--- config.mk ---
export PLATFORM = sky130hd
export DESIGN_NAME = bre_engine
export DESIGN_NICKNAME = d
export VERILOG_FILES = /design/src/rtl/bre_pkg.sv /design/src/rtl/bre_engine.sv
export SDC_FILE = /design/constraint.sdc
export NUM_CORES = 1
export LEC_CHECK = 0
export BUFFER_PORTS_ARGS = -buffer_cell sky130_fd_sc_hd__buf_2
export CORE_AREA = 2 2 215 217
export DETAILED_ROUTE_END_ITERATION = 8
export DIE_AREA = 0 0 217 219
export PLACE_DENSITY = 0.75
export SYNTH_ARGS = -nofsm -noshare
export SYNTH_HDL_FRONTEND = slang
export SYNTH_SLANG_ARGS = --single-unit
--- constraint.sdc ---
create_clock -name mclk_i -period 4.03 [get_ports mclk_i]
set_clock_uncertainty 0.05 [all_clocks]
set_input_delay 0.403 -clock mclk_i [delete_from_list [all_inputs] [get_ports mclk_i]]
set_output_delay 0.403 -clock mclk_i [all_outputs]
set_load 0.03 [all_outputs]
--- src/rtl/bre_pkg.sv ---
// block request engine package: request, backend and completion carriers,
// request codes, status codes, register offsets and reset values.
// assumes a single 100 MHz clock domain shared by every user of these types.
package bre_pkg;

   // ==========================================================
   // request type codes (low bits of the type word)
   localparam logic [31:0] TYPE_READ      = 32'h0000_0000;
   localparam logic [31:0] TYPE_WRITE     = 32'h0000_0001;
   localparam logic [31:0] TYPE_SCSI      = 32'h0000_0002;
   localparam logic [31:0] TYPE_SCSI_OUT  = 32'h0000_0003;
   localparam logic [31:0] TYPE_FLUSH     = 32'h0000_0004;
   localparam logic [31:0] TYPE_FLUSH_OUT = 32'h0000_0005;
   localparam logic [31:0] TYPE_DISCARD   = 32'h0000_000B;
   localparam logic [31:0] TYPE_WZEROES   = 32'h0000_000D;
   localparam int          BARRIER_BIT    = 31;
   localparam int          UNMAP_BIT      = 0;

   // ==========================================================
   // final status byte values
   localparam logic [7:0] STS_OK     = 8'h00;
   localparam logic [7:0] STS_IOERR  = 8'h01;
   localparam logic [7:0] STS_UNSUPP = 8'h02;

   // ==========================================================
   // register offsets and reset values
   localparam logic [7:0] REG_CTRL   = 8'h00;
   localparam logic [7:0] REG_STAT   = 8'h04;
   localparam logic [9:0] CTRL_RESET = 10'h002;

   // ==========================================================
   // carriers
   typedef enum logic [2:0] {
      OP_READ  = 3'h0,
      OP_WRITE = 3'h1,
      OP_FLUSH = 3'h2,
      OP_DISC  = 3'h3,
      OP_ZERO  = 3'h4,
      OP_SCSI  = 3'h5
   } bre_op_t;

   typedef struct packed {
      logic        guest_be;   // legacy guest is big endian
      logic        legacy;     // legacy interface in use
      logic        unmap_cap;  // backend may deallocate ranges
      logic        scsi;       // scsi packet commands offered
      logic        barrier;    // barrier bit honoured
      logic        writeback;  // cache mode, 1 = writeback
      logic        wce_neg;    // cache mode control negotiated
      logic        flush_neg;  // flush negotiated
      logic        flush_off;  // flush offered
      logic        ro;         // read-only offered
   } bre_ctrl_t;

   typedef struct packed {
      logic [31:0] type_w;     // type word
      logic [63:0] sector;     // start sector, 512-byte units
      logic [31:0] nsect;      // sector count (segment num_sectors)
      logic [31:0] seg_flags;  // segment flags word
      logic [15:0] cmd_len;    // scsi command buffer length
      logic [31:0] data_len;   // data bytes of the request
   } bre_req_t;

   typedef struct packed {
      bre_op_t     op;
      logic [63:0] sector;
      logic [31:0] nsect;
      logic        commit;     // persist before done
      logic        dealloc;    // range may be released
      logic [15:0] cmd_len;
      logic [31:0] data_len;
   } bre_be_cmd_t;

   typedef struct packed {
      logic        err;
      logic [31:0] xfer;       // bytes actually moved
      logic [7:0]  sense;      // sense bytes actually written
   } bre_be_rsp_t;

   typedef struct packed {
      logic [7:0]  status;
      logic [31:0] sense_len;
      logic [31:0] residual;
   } bre_cpl_t;

endpackage

--- src/rtl/bre_engine.sv ---
// block request engine: decodes guest block requests, drives the backend
// storage port and returns a completion with the final status byte.
// assumes one clock, synchronous reset, and a backend that answers each
// accepted command with exactly one done pulse.
//
// Summary of operation
// - read-only device fails writes, touches nothing
// - unknown segment flags give unsupported status
// - discard with unmap gives unsupported status
// - discard may release backend allocation
// - write-zeroes with unmap may release allocation
// - write-zeroes always leaves sectors reading zero
// - may-unmap indication cleared when unmap impossible
// - indication change raises configuration notification
// - three conditions make a completed write stable
// - stable writes committed before completion reported
// - writeback change mid-write: either outcome allowed
// - legacy header fields in guest byte order
// - type five handled exactly as flush
// - barrier waits for earlier, blocks later
// - scsi types two and three treated identically
// - scsi command length from its buffer
// - sense length reports bytes actually written
// - residual is data length minus transferred
// - status byte zero ok, one error, two unsupported
// - type codes read, write, flush, discard, zeroes
// - segment holds sector, count, flags with unmap
`timescale 1ns/1ps
module bre_engine (
   input  wire logic                 mclk_i,
   input  wire logic                 rst_i,
   // register port
   input  wire logic [7:0]           reg_addr_i,
   input  wire logic [31:0]          reg_wdata_i,
   input  wire logic                 reg_wr_i,
   input  wire logic                 reg_rd_i,
   output logic      [31:0]          reg_rdata_o,
   // request side
   input  wire logic                 req_valid_i,
   input  wire bre_pkg::bre_req_t    req_i,
   output logic                      req_ready_o,
   // backend side
   output logic                      be_valid_o,
   output bre_pkg::bre_be_cmd_t      be_cmd_o,
   input  wire logic                 be_ready_i,
   input  wire logic                 be_done_i,
   input  wire bre_pkg::bre_be_rsp_t be_rsp_i,
   // completion side
   output logic                      cpl_valid_o,
   output bre_pkg::bre_cpl_t         cpl_o,
   // configuration indications
   output logic                      wz_may_unmap_o,
   output logic                      cfg_change_o
);
   import bre_pkg::*;

   typedef enum logic [1:0] {
      ST_IDLE  = 2'b00,
      ST_DEC   = 2'b01,
      ST_ISSUE = 2'b11,
      ST_WAIT  = 2'b10
   } bre_state_t;

   // ==========================================================
   // byte order helpers
   function automatic logic [31:0] swap32(input logic [31:0] v);
      logic [31:0] r;
      r = '0;
      for (int i = 0; i < 4; i++) begin
         r[8*i +: 8] = v[8*(3-i) +: 8];
      end
      return r;
   endfunction

   function automatic logic [63:0] swap64(input logic [63:0] v);
      logic [63:0] r;
      r = '0;
      for (int i = 0; i < 8; i++) begin
         r[8*i +: 8] = v[8*(7-i) +: 8];
      end
      return r;
   endfunction

   // ==========================================================
   // state
   bre_state_t  st_r;
   bre_ctrl_t   ctrl_r;
   bre_req_t    req_r;
   bre_op_t     cur_op_r;
   logic        dirty_r;
   logic [15:0] done_cnt_r;
   logic        req_ready_r;
   logic        be_valid_r;
   bre_be_cmd_t be_cmd_r;
   logic        cpl_valid_r;
   bre_cpl_t    cpl_r;
   logic        wz_unmap_r;
   logic        cfg_chg_r;
   logic [31:0] rdata_r;

   // ==========================================================
   // decode of the captured request
   logic [31:0] tw;
   logic [31:0] base_t;
   logic [63:0] sec;
   logic [31:0] nsec;
   logic [31:0] flg;
   logic        swap_en;
   logic        is_rd;
   logic        is_wr;
   logic        is_fl;
   logic        is_disc;
   logic        is_wz;
   logic        is_scsi;
   logic        stable_now;
   logic        reject;
   logic [7:0]  rej_sts;
   bre_op_t     dec_op;
   logic        dealloc;
   logic [31:0] resid_calc;

   // legacy big-endian guests present header fields byte-swapped
   assign swap_en = ctrl_r.legacy & ctrl_r.guest_be;
   assign tw      = swap_en ? swap32(req_r.type_w)    : req_r.type_w;
   assign sec     = swap_en ? swap64(req_r.sector)    : req_r.sector;
   assign nsec    = swap_en ? swap32(req_r.nsect)     : req_r.nsect;
   assign flg     = swap_en ? swap32(req_r.seg_flags) : req_r.seg_flags;

   // barrier bit stripped only when the feature is on, else unknown type
   assign base_t  = ctrl_r.barrier ? {1'b0, tw[30:0]} : tw;
   assign is_rd   = (base_t == TYPE_READ);
   assign is_wr   = (base_t == TYPE_WRITE);
   assign is_fl   = (base_t == TYPE_FLUSH) || (base_t == TYPE_FLUSH_OUT);
   assign is_disc = (base_t == TYPE_DISCARD);
   assign is_wz   = (base_t == TYPE_WZEROES);
   assign is_scsi = ctrl_r.scsi && ((base_t == TYPE_SCSI) || (base_t == TYPE_SCSI_OUT));

   // cases one and two; case three is the dirty flag cleared by flush.
   // commit is fixed at issue, so a writeback flip mid-write leaves that write's commit unchanged
   assign stable_now = (ctrl_r.flush_off && !ctrl_r.flush_neg && !ctrl_r.wce_neg)
                     || (ctrl_r.wce_neg && !ctrl_r.writeback);

   // dealloc only where the backend can release ranges
   assign dealloc = ctrl_r.unmap_cap && (is_disc || (is_wz && flg[UNMAP_BIT]));

   // rejection decision and status code
   always_comb begin
      reject  = 1'b0;
      rej_sts = STS_OK;
      dec_op  = OP_READ;
      if (is_rd) begin
         dec_op = OP_READ;
      end else if (is_wr) begin
         dec_op = OP_WRITE;
         if (ctrl_r.ro) begin
            reject  = 1'b1;
            rej_sts = STS_IOERR;
         end
      end else if (is_fl) begin
         dec_op = OP_FLUSH;
      end else if (is_disc || is_wz) begin
         dec_op = is_disc ? OP_DISC : OP_ZERO;
         if (|flg[31:1] || (is_disc && flg[UNMAP_BIT])) begin
            reject  = 1'b1;
            rej_sts = STS_UNSUPP;
         end
      end else if (is_scsi) begin
         dec_op = OP_SCSI;
      end else begin
         reject  = 1'b1;
         rej_sts = STS_UNSUPP;
      end
   end

   assign resid_calc = req_r.data_len - be_rsp_i.xfer;

   // ==========================================================
   // request sequencer; one request in flight keeps barriers trivially
   // ordered at the cost of no overlap between requests
   always_ff @(posedge mclk_i) begin
      if (rst_i) begin
         st_r        <= ST_IDLE;
         req_ready_r <= 1'b1;
         req_r       <= '0;
         cur_op_r    <= OP_READ;
      end else begin
         case (st_r)
            ST_IDLE: begin
               if (req_valid_i) begin
                  req_r       <= req_i;
                  req_ready_r <= 1'b0;
                  st_r        <= ST_DEC;
               end
            end
            ST_DEC: begin
               cur_op_r <= dec_op;
               if (reject) begin
                  req_ready_r <= 1'b1;
                  st_r        <= ST_IDLE;
               end else begin
                  st_r <= ST_ISSUE;
               end
            end
            ST_ISSUE: begin
               if (be_ready_i) begin
                  st_r <= ST_WAIT;
               end
            end
            ST_WAIT: begin
               if (be_done_i) begin
                  req_ready_r <= 1'b1;
                  st_r        <= ST_IDLE;
               end
            end
            default: begin
               st_r        <= ST_IDLE;
               req_ready_r <= 1'b1;
            end
         endcase
      end
   end

   // ==========================================================
   // backend command; a rejected write never reaches the backend
   always_ff @(posedge mclk_i) begin
      if (rst_i) begin
         be_valid_r <= 1'b0;
         be_cmd_r   <= '0;
      end else if (st_r == ST_DEC && !reject) begin
         be_valid_r        <= 1'b1;
         be_cmd_r.op       <= dec_op;
         be_cmd_r.sector   <= sec;
         be_cmd_r.nsect    <= nsec;
         be_cmd_r.commit   <= is_fl || (is_wr && stable_now);
         be_cmd_r.dealloc  <= dealloc;
         be_cmd_r.cmd_len  <= req_r.cmd_len;
         be_cmd_r.data_len <= req_r.data_len;
      end else if (st_r == ST_ISSUE && be_ready_i) begin
         be_valid_r <= 1'b0;
      end
   end

   // ==========================================================
   // completion, raised after the backend reports done, or straight from decode for a rejected request
   always_ff @(posedge mclk_i) begin
      if (rst_i) begin
         cpl_valid_r <= 1'b0;
         cpl_r       <= '0;
      end else if (st_r == ST_DEC && reject) begin
         cpl_valid_r     <= 1'b1;
         cpl_r.status    <= rej_sts;
         cpl_r.sense_len <= '0;
         cpl_r.residual  <= req_r.data_len;
      end else if (st_r == ST_WAIT && be_done_i) begin
         cpl_valid_r     <= 1'b1;
         cpl_r.status    <= be_rsp_i.err ? STS_IOERR : STS_OK;
         cpl_r.sense_len <= (cur_op_r == OP_SCSI) ? {24'h00_0000, be_rsp_i.sense} : 32'h0000_0000;
         cpl_r.residual  <= (cur_op_r == OP_SCSI) ? resid_calc : 32'h0000_0000;
      end else begin
         cpl_valid_r <= 1'b0;
      end
   end

   // ==========================================================
   // volatile data tracking: a cached write is dirty until a flush lands
   always_ff @(posedge mclk_i) begin
      if (rst_i) begin
         dirty_r    <= 1'b0;
         done_cnt_r <= '0;
      end else if (st_r == ST_WAIT && be_done_i) begin
         done_cnt_r <= done_cnt_r + 16'h0001;
         if (cur_op_r == OP_FLUSH && !be_rsp_i.err) begin
            dirty_r <= 1'b0;
         end else if (cur_op_r == OP_WRITE && !be_cmd_r.commit) begin
            dirty_r <= 1'b1;
         end
      end
   end

   // ==========================================================
   // may-unmap indication follows backend capability, change notified
   always_ff @(posedge mclk_i) begin
      if (rst_i) begin
         wz_unmap_r <= 1'b0;
         cfg_chg_r  <= 1'b0;
      end else begin
         wz_unmap_r <= ctrl_r.unmap_cap;
         cfg_chg_r  <= (ctrl_r.unmap_cap != wz_unmap_r);
      end
   end

   // ==========================================================
   // register port: writes land next edge, reads answer one cycle later
   always_ff @(posedge mclk_i) begin
      if (rst_i) begin
         ctrl_r <= CTRL_RESET;
      end else if (reg_wr_i && reg_addr_i == REG_CTRL) begin
         ctrl_r <= reg_wdata_i[9:0];
      end
   end

   always_ff @(posedge mclk_i) begin
      if (rst_i) begin
         rdata_r <= '0;
      end else if (reg_rd_i) begin
         case (reg_addr_i)
            REG_CTRL: rdata_r <= {22'h00_0000, ctrl_r};
            REG_STAT: rdata_r <= {done_cnt_r, 10'h000, st_r, 1'b0, wz_unmap_r, dirty_r, (st_r != ST_IDLE)};
            default:  rdata_r <= 32'h0000_0000;   // unmapped reads as zero
         endcase
      end
   end

   // outputs straight from flops
   assign reg_rdata_o    = rdata_r;
   assign req_ready_o    = req_ready_r;
   assign be_valid_o     = be_valid_r;
   assign be_cmd_o       = be_cmd_r;
   assign cpl_valid_o    = cpl_valid_r;
   assign cpl_o          = cpl_r;
   assign wz_may_unmap_o = wz_unmap_r;
   assign cfg_change_o   = cfg_chg_r;
endmodule

; Yosys cells after proc, flatten, opt, wreduce, memory -nomap -nowiden
; Cells that the tools add are included.
[totals]
ramBits = 0
mem_count = 0
in_bits = 296
latchBits = 0
register_bits = 498
elab_cells = 146
mem_bits_ro = 0
[op_classes]
n_shift = 0
n_addsub = 2
n_reduce_logical = 42
n_lt_le_gt_ge = 0
bitwise_logic = 1
mux = 46
mul = 0
n_div = 0
eq_ne = 19
[ops]
columns = operator, count
row1 = $mux 32, 5
row2 = $mux 72, 2
row3 = $eq 32x2->1 const B, 2
row4 = $eq 32x3->1 const B, 2
row5 = $eq 32x4->1 const B, 2
row6 = $mux 64, 1
row7 = $pmux 32 s2, 1
row8 = $mux 8, 5
row9 = $eq 32x1->1 const B, 1
row10 = $logic_not 32->1, 1
row11 = $sub 32x32->32, 1
row12 = $reduce_or 31->1, 1
row13 = $mux 1, 18
row14 = $mux 3, 6
row15 = $add 16x1->16 const B, 1
row16 = $logic_and 1x1->1, 15
row17 = $mux 2, 6
row18 = $eq 8x3->1 const B, 1
row19 = $logic_not 8->1, 1
row20 = $ne 2x2->1 const B, 4
row21 = $pmux 2 s4, 1
row22 = $reduce_bool 2->1, 4
row23 = $logic_or 1x1->1, 7
row24 = $logic_not 1->1, 6
row25 = other kinds (14), 16

; Logic depth before layout (Yosys ltp)
[depth]
word_depth = 14
ltp_mapped = 12
mapped_depth_nobuf = 12

; Worst setup path after synthesis
; No wires, ideal clock.
[synth_timing]
path_type = input to register
start = input port be_rsp_i[8] (netlist name)
end = register cpl_r (netlist bit cpl_o[26])
setup_time_ps = 91
path_slack_ps = 1053
arrival_time_ps = 2836
stages = 11
path_cell_list = ha_1 -> inv_1 -> fa_1 -> a21o_1 -> a221oi_1 -> o2111ai_1 -> a31oi_2 -> nand2b_1 -> o211ai_1 -> or3_1 -> a311oi_1
[synth_between]
elab_chain_len = 4
[synth_rtl]
columns = item, line_no
row1 = "start, declared", bre_engine.sv:47  ; input wire bre_pkg::bre_be_rsp_t be_rsp_i,
row2 = $sub 32x32->32, bre_engine.sv:175  ; assign resid_calc = req_r.data_len - be_rsp_i.xfer;
row3 = $mux 32, bre_engine.sv:258  ; cpl_r.residual <= (cur_op_r == OP_SCSI) ? resid_calc : 32'h0000_0000;
row4 = $mux 72, bre_engine.sv:254  ; end else if (st_r == ST_WAIT && be_done_i) begin
row5 = $mux 72, bre_engine.sv:249  ; end else if (st_r == ST_DEC && reject) begin
row6 = "end, declared", bre_engine.sv:96  ; bre_cpl_t cpl_r;
; Every way passes these cells. The select of a mux whose other input is x is not followed.
; A chain may end at the register's enable or synchronous reset.

; Worst setup path in the final report
[layout_timing]
start = register req_r[0] (netlist name)
end = register cpl_r (netlist bit cpl_o[26])
[layout_between]
elab_chain_len = 4
[layout_rtl]
columns = item, line_no
row1 = "start, declared", bre_engine.sv:88  ; bre_req_t req_r;
row2 = "start signal, assigned", bre_engine.sv:190  ; req_r <= req_i;
row3 = $sub 32x32->32, bre_engine.sv:175
row4 = $mux 32, bre_engine.sv:258
row5 = $mux 72, bre_engine.sv:254
row6 = $mux 72, bre_engine.sv:249
; Every way passes these cells. The select of a mux whose other input is x is not followed.

==> out/results.tsv <==
metric	value	unit
required	4.47	ns
area_growth	31.2	%
max-slew-margin-rel	0.268	
final-setup-viol-count	0	
synth_flop_cell	dfxtp_1	
synth_area	19800	um^2
final_nets	3454	
netlist_instances	2562	
synthArstFlopShare	0	
die_h	219	um
cts_htree_levels	2	
cp-end-kind	flip-flop	
first_global_vias	19600	
drt-initial-drc-count	1828	
path_class	flip-flop to flip-flop	
ys_ff_latch	462	
placed_cell_area	22400	um^2
worst_hold_path.num_cells	3	
synth-seq-area-share	0.467	
die_area	47500	um^2
post_cts_resized	0	
power_switching	0.00301	W
fin_util	0.576	
yosysWarnings	0	
firstDrtPassIters	6	
cp-start-kind	flip-flop	
period_needed	3.43	ns
slew_viol_final	0	
finalCritPeriodShare	0.850	
hold_viol	0	
num_rows	78	
tns	0	ns
status	finished clean	
io_pins	554	
viasPerCell	5.41	
core_area	45100	um^2
power_frac_comb	0.136	
ys_types	62	
internal-power	0.00830	W
synthTopCellsByArea	dfxtp_1 47%, nand2_1 15%, a21oi_1 8.8%, a311oi_1 4.4%, nor2_1 3.7%	
grt_antenna_before_repair	14	
ff2ff_path_depth	12	
wl_per_cell	17.3	um
design_area	26000	um^2
vdd_ir_drop_max	0.000356	V
wl	65.4	mm
yosys.area.top_type	dfxtp_1	
maxCapViolCount	0	
drtAntennaViolNets	0	
grt_pass1_wl	101	mm
grt_max_degree	141	
grtUsageTotal	0.261	
cts_tree	yes	
p_seq_frac	0.437	
worst_pin_slew	1.10	ns
cts_buffers	49	
path_clk_slew	0.06	ns
postCtsSetupBuffers	0	
overflow	0	
clk_path_buf_depth	3	
clk_latency	0.59	ns
vias	20400	
leakage	10.7	nW
holdCritPathClass	primary input to flip-flop	
io_buffer_count	495	
die_x	217	um
drc	0	
p_sw_frac	0.266	
synth_edf_count	0	
cts-hold-fix-buffers	180	
synth_top_area_share	0.467	
avgSynthCellArea	7.73	um^2
fmax	0.292	GHz
routabilityCongestion	0.917	
hpwlAfterDp	43.5	mm
p_clk_frac	0.428	
arrival	3.87	ns
cts_sinks	462	
initial_core_util	0.439	
root_buffer	clkbuf_16	
drive_gt1_frac	0.193	
rsz0062_at_grt	no	
powerDensity	435	nW/um^2
crit_fanout	5	
-- cell type report --
type | count | area (um^2)
Multi-Input combinational cell | 1860 | 9460
Timing Repair Buffer | 695 | 4550
Tap cell | 600 | 751
Clock buffer | 67 | 1380
Fill cell | 3933 | 19100
Antenna cell | 16 | 40.0
Sequential cell | 462 | 9250
Clock inverter | 21 | 340
Inverter | 53 | 199
-- power by group through the flow --
stage	Combinational, W	Sequential, W	Clock (W)
after global routing	0.00167	0.00496	0.00510
after detailed placement	0.00137	0.00503	0
final	0.00153	0.00494	0.00484
after CTS	0.00152	0.00493	0.00492
after global placement	0.00134	0.00502	0
after floorplan	0.000850	0.00511	0
-- logic make-up after synthesis --
group,Yosys count,synth area share
buf+inv,275,0.0630
flops,462,0.467
fa+ha+maj,37,0.0238
mux,11,0.00582
simple gates,1130,0.234
xor+xnor,36,0.0159
compound gates,610,0.190
other cells,1,0.000189
-- critical path, stage by stage (launching register included) --
cell	delay, ns
dfxtp_1	0.36
inv_1	0.07
ha_1	0.14
inv_1	0.06
fa_1	0.39
a21o_1	0.19
a221oi_1	0.53
o2111ai_1	0.33
a31oi_2	0.35
nand2b_1	0.21
o211ai_1	0.10
or3_1	0.33
a311oi_1	0.23
-- metal layers --
layer  up-vias  part of all wire  GRT usage
met5         -           0.00037          0
met4         4             0.051      0.140
met3       212             0.070     0.0510
met2       872              0.48      0.443
met1      9623              0.40      0.312
li1       9722                 -          -
-- flip-flops by register name (all words and copies together) (netlist names), 2 cells and up --
| name | flops |
|---|---|
| req_r | 208 |
| be_cmd_o | 149 |
| cpl_o | 42 |
| reg_rdata_o | 26 |
| done_cnt_r | 16 |
| ctrl_r | 10 |
| cur_op_r | 3 |
| st_r | 2 |
-- synth_stat cells, types with 6 or more instances --
library cell / count
a211oi_1: 29
a21o_1: 9
a21oi_1: 348
a22oi_1: 29
a311oi_1: 100
a31oi_1: 7
and2_1: 10
and3_1: 10
buf_1: 12
buf_2: 28
buf_4: 48
clkbuf_1: 134
dfxtp_1: 462
ha_1: 36
inv_1: 53
mux2i_1: 7
nand2_1: 791
nand2b_1: 14
nand3_1: 15
nand4_1: 11
nor2_1: 195
nor2b_1: 23
nor3_1: 10
nor3b_1: 6
nor4_1: 17
o211ai_1: 10
o21ai_0: 36
o21bai_1: 6
o22ai_1: 6
or3_1: 13
xnor2_1: 18
xor2_1: 18
-- final timing paths --
path / from / to / slack [ns]
min: be_rsp_i[6] / cpl_o[38] / 0.02
max: req_r[0] / cpl_o[26] / 0.60
min reg2reg: req_r[180] / req_r[180] / 0.40
max reg2reg: req_r[0] / cpl_o[26] / 0.60
-- cells in the final DEF, fill, tap and decap left out, types with 8 or more instances in the layout --
| cell | count |
|---|---|
| a21oi_1 | 348 |
| nand2b_1 | 14 |
| a211oi_1 | 29 |
| nand2_1 | 789 |
| o211ai_1 | 10 |
| nor3_1 | 10 |
| xnor2_1 | 18 |
| clkbuf_8 | 9 |
| clkbuf_1 | 9 |
| or3_1 | 13 |
| xor2_1 | 18 |
| ha_1 | 36 |
| buf_2 | 494 |
| a22oi_1 | 29 |
| nand3_1 | 15 |
| and2_1 | 8 |
| a311oi_1 | 100 |
| o21ai_0 | 36 |
| nand4_1 | 11 |
| buf_4 | 11 |
| inv_1 | 53 |
| conb_1 | 36 |
| dlygate4sd3_1 | 180 |
| and3_1 | 10 |
| a21o_1 | 9 |
| nor4_1 | 17 |
| nor2_1 | 195 |
| buf_12 | 9 |
| bufinv_16 | 8 |
| dfxtp_1 | 462 |
| nor2b_1 | 23 |
| diode_2 | 16 |
| clkbuf_16 | 49 |
-- metrics by stage --
stage	instances	setup WS, ns	hold WS [ns]	power [W]
after global placement	3490	0.565	0.387	0.00636
after CTS	3758	0.605	0.0000739	0.0114
after detailed placement	3490	0.553	0.393	0.00640
after floorplan	2597	1.05	0.381	0.00596
after global routing	3768	0.375	0.00968	0.0117
final	3774	0.604	0.0221	0.0113
(Power assumes the default switching activity.)
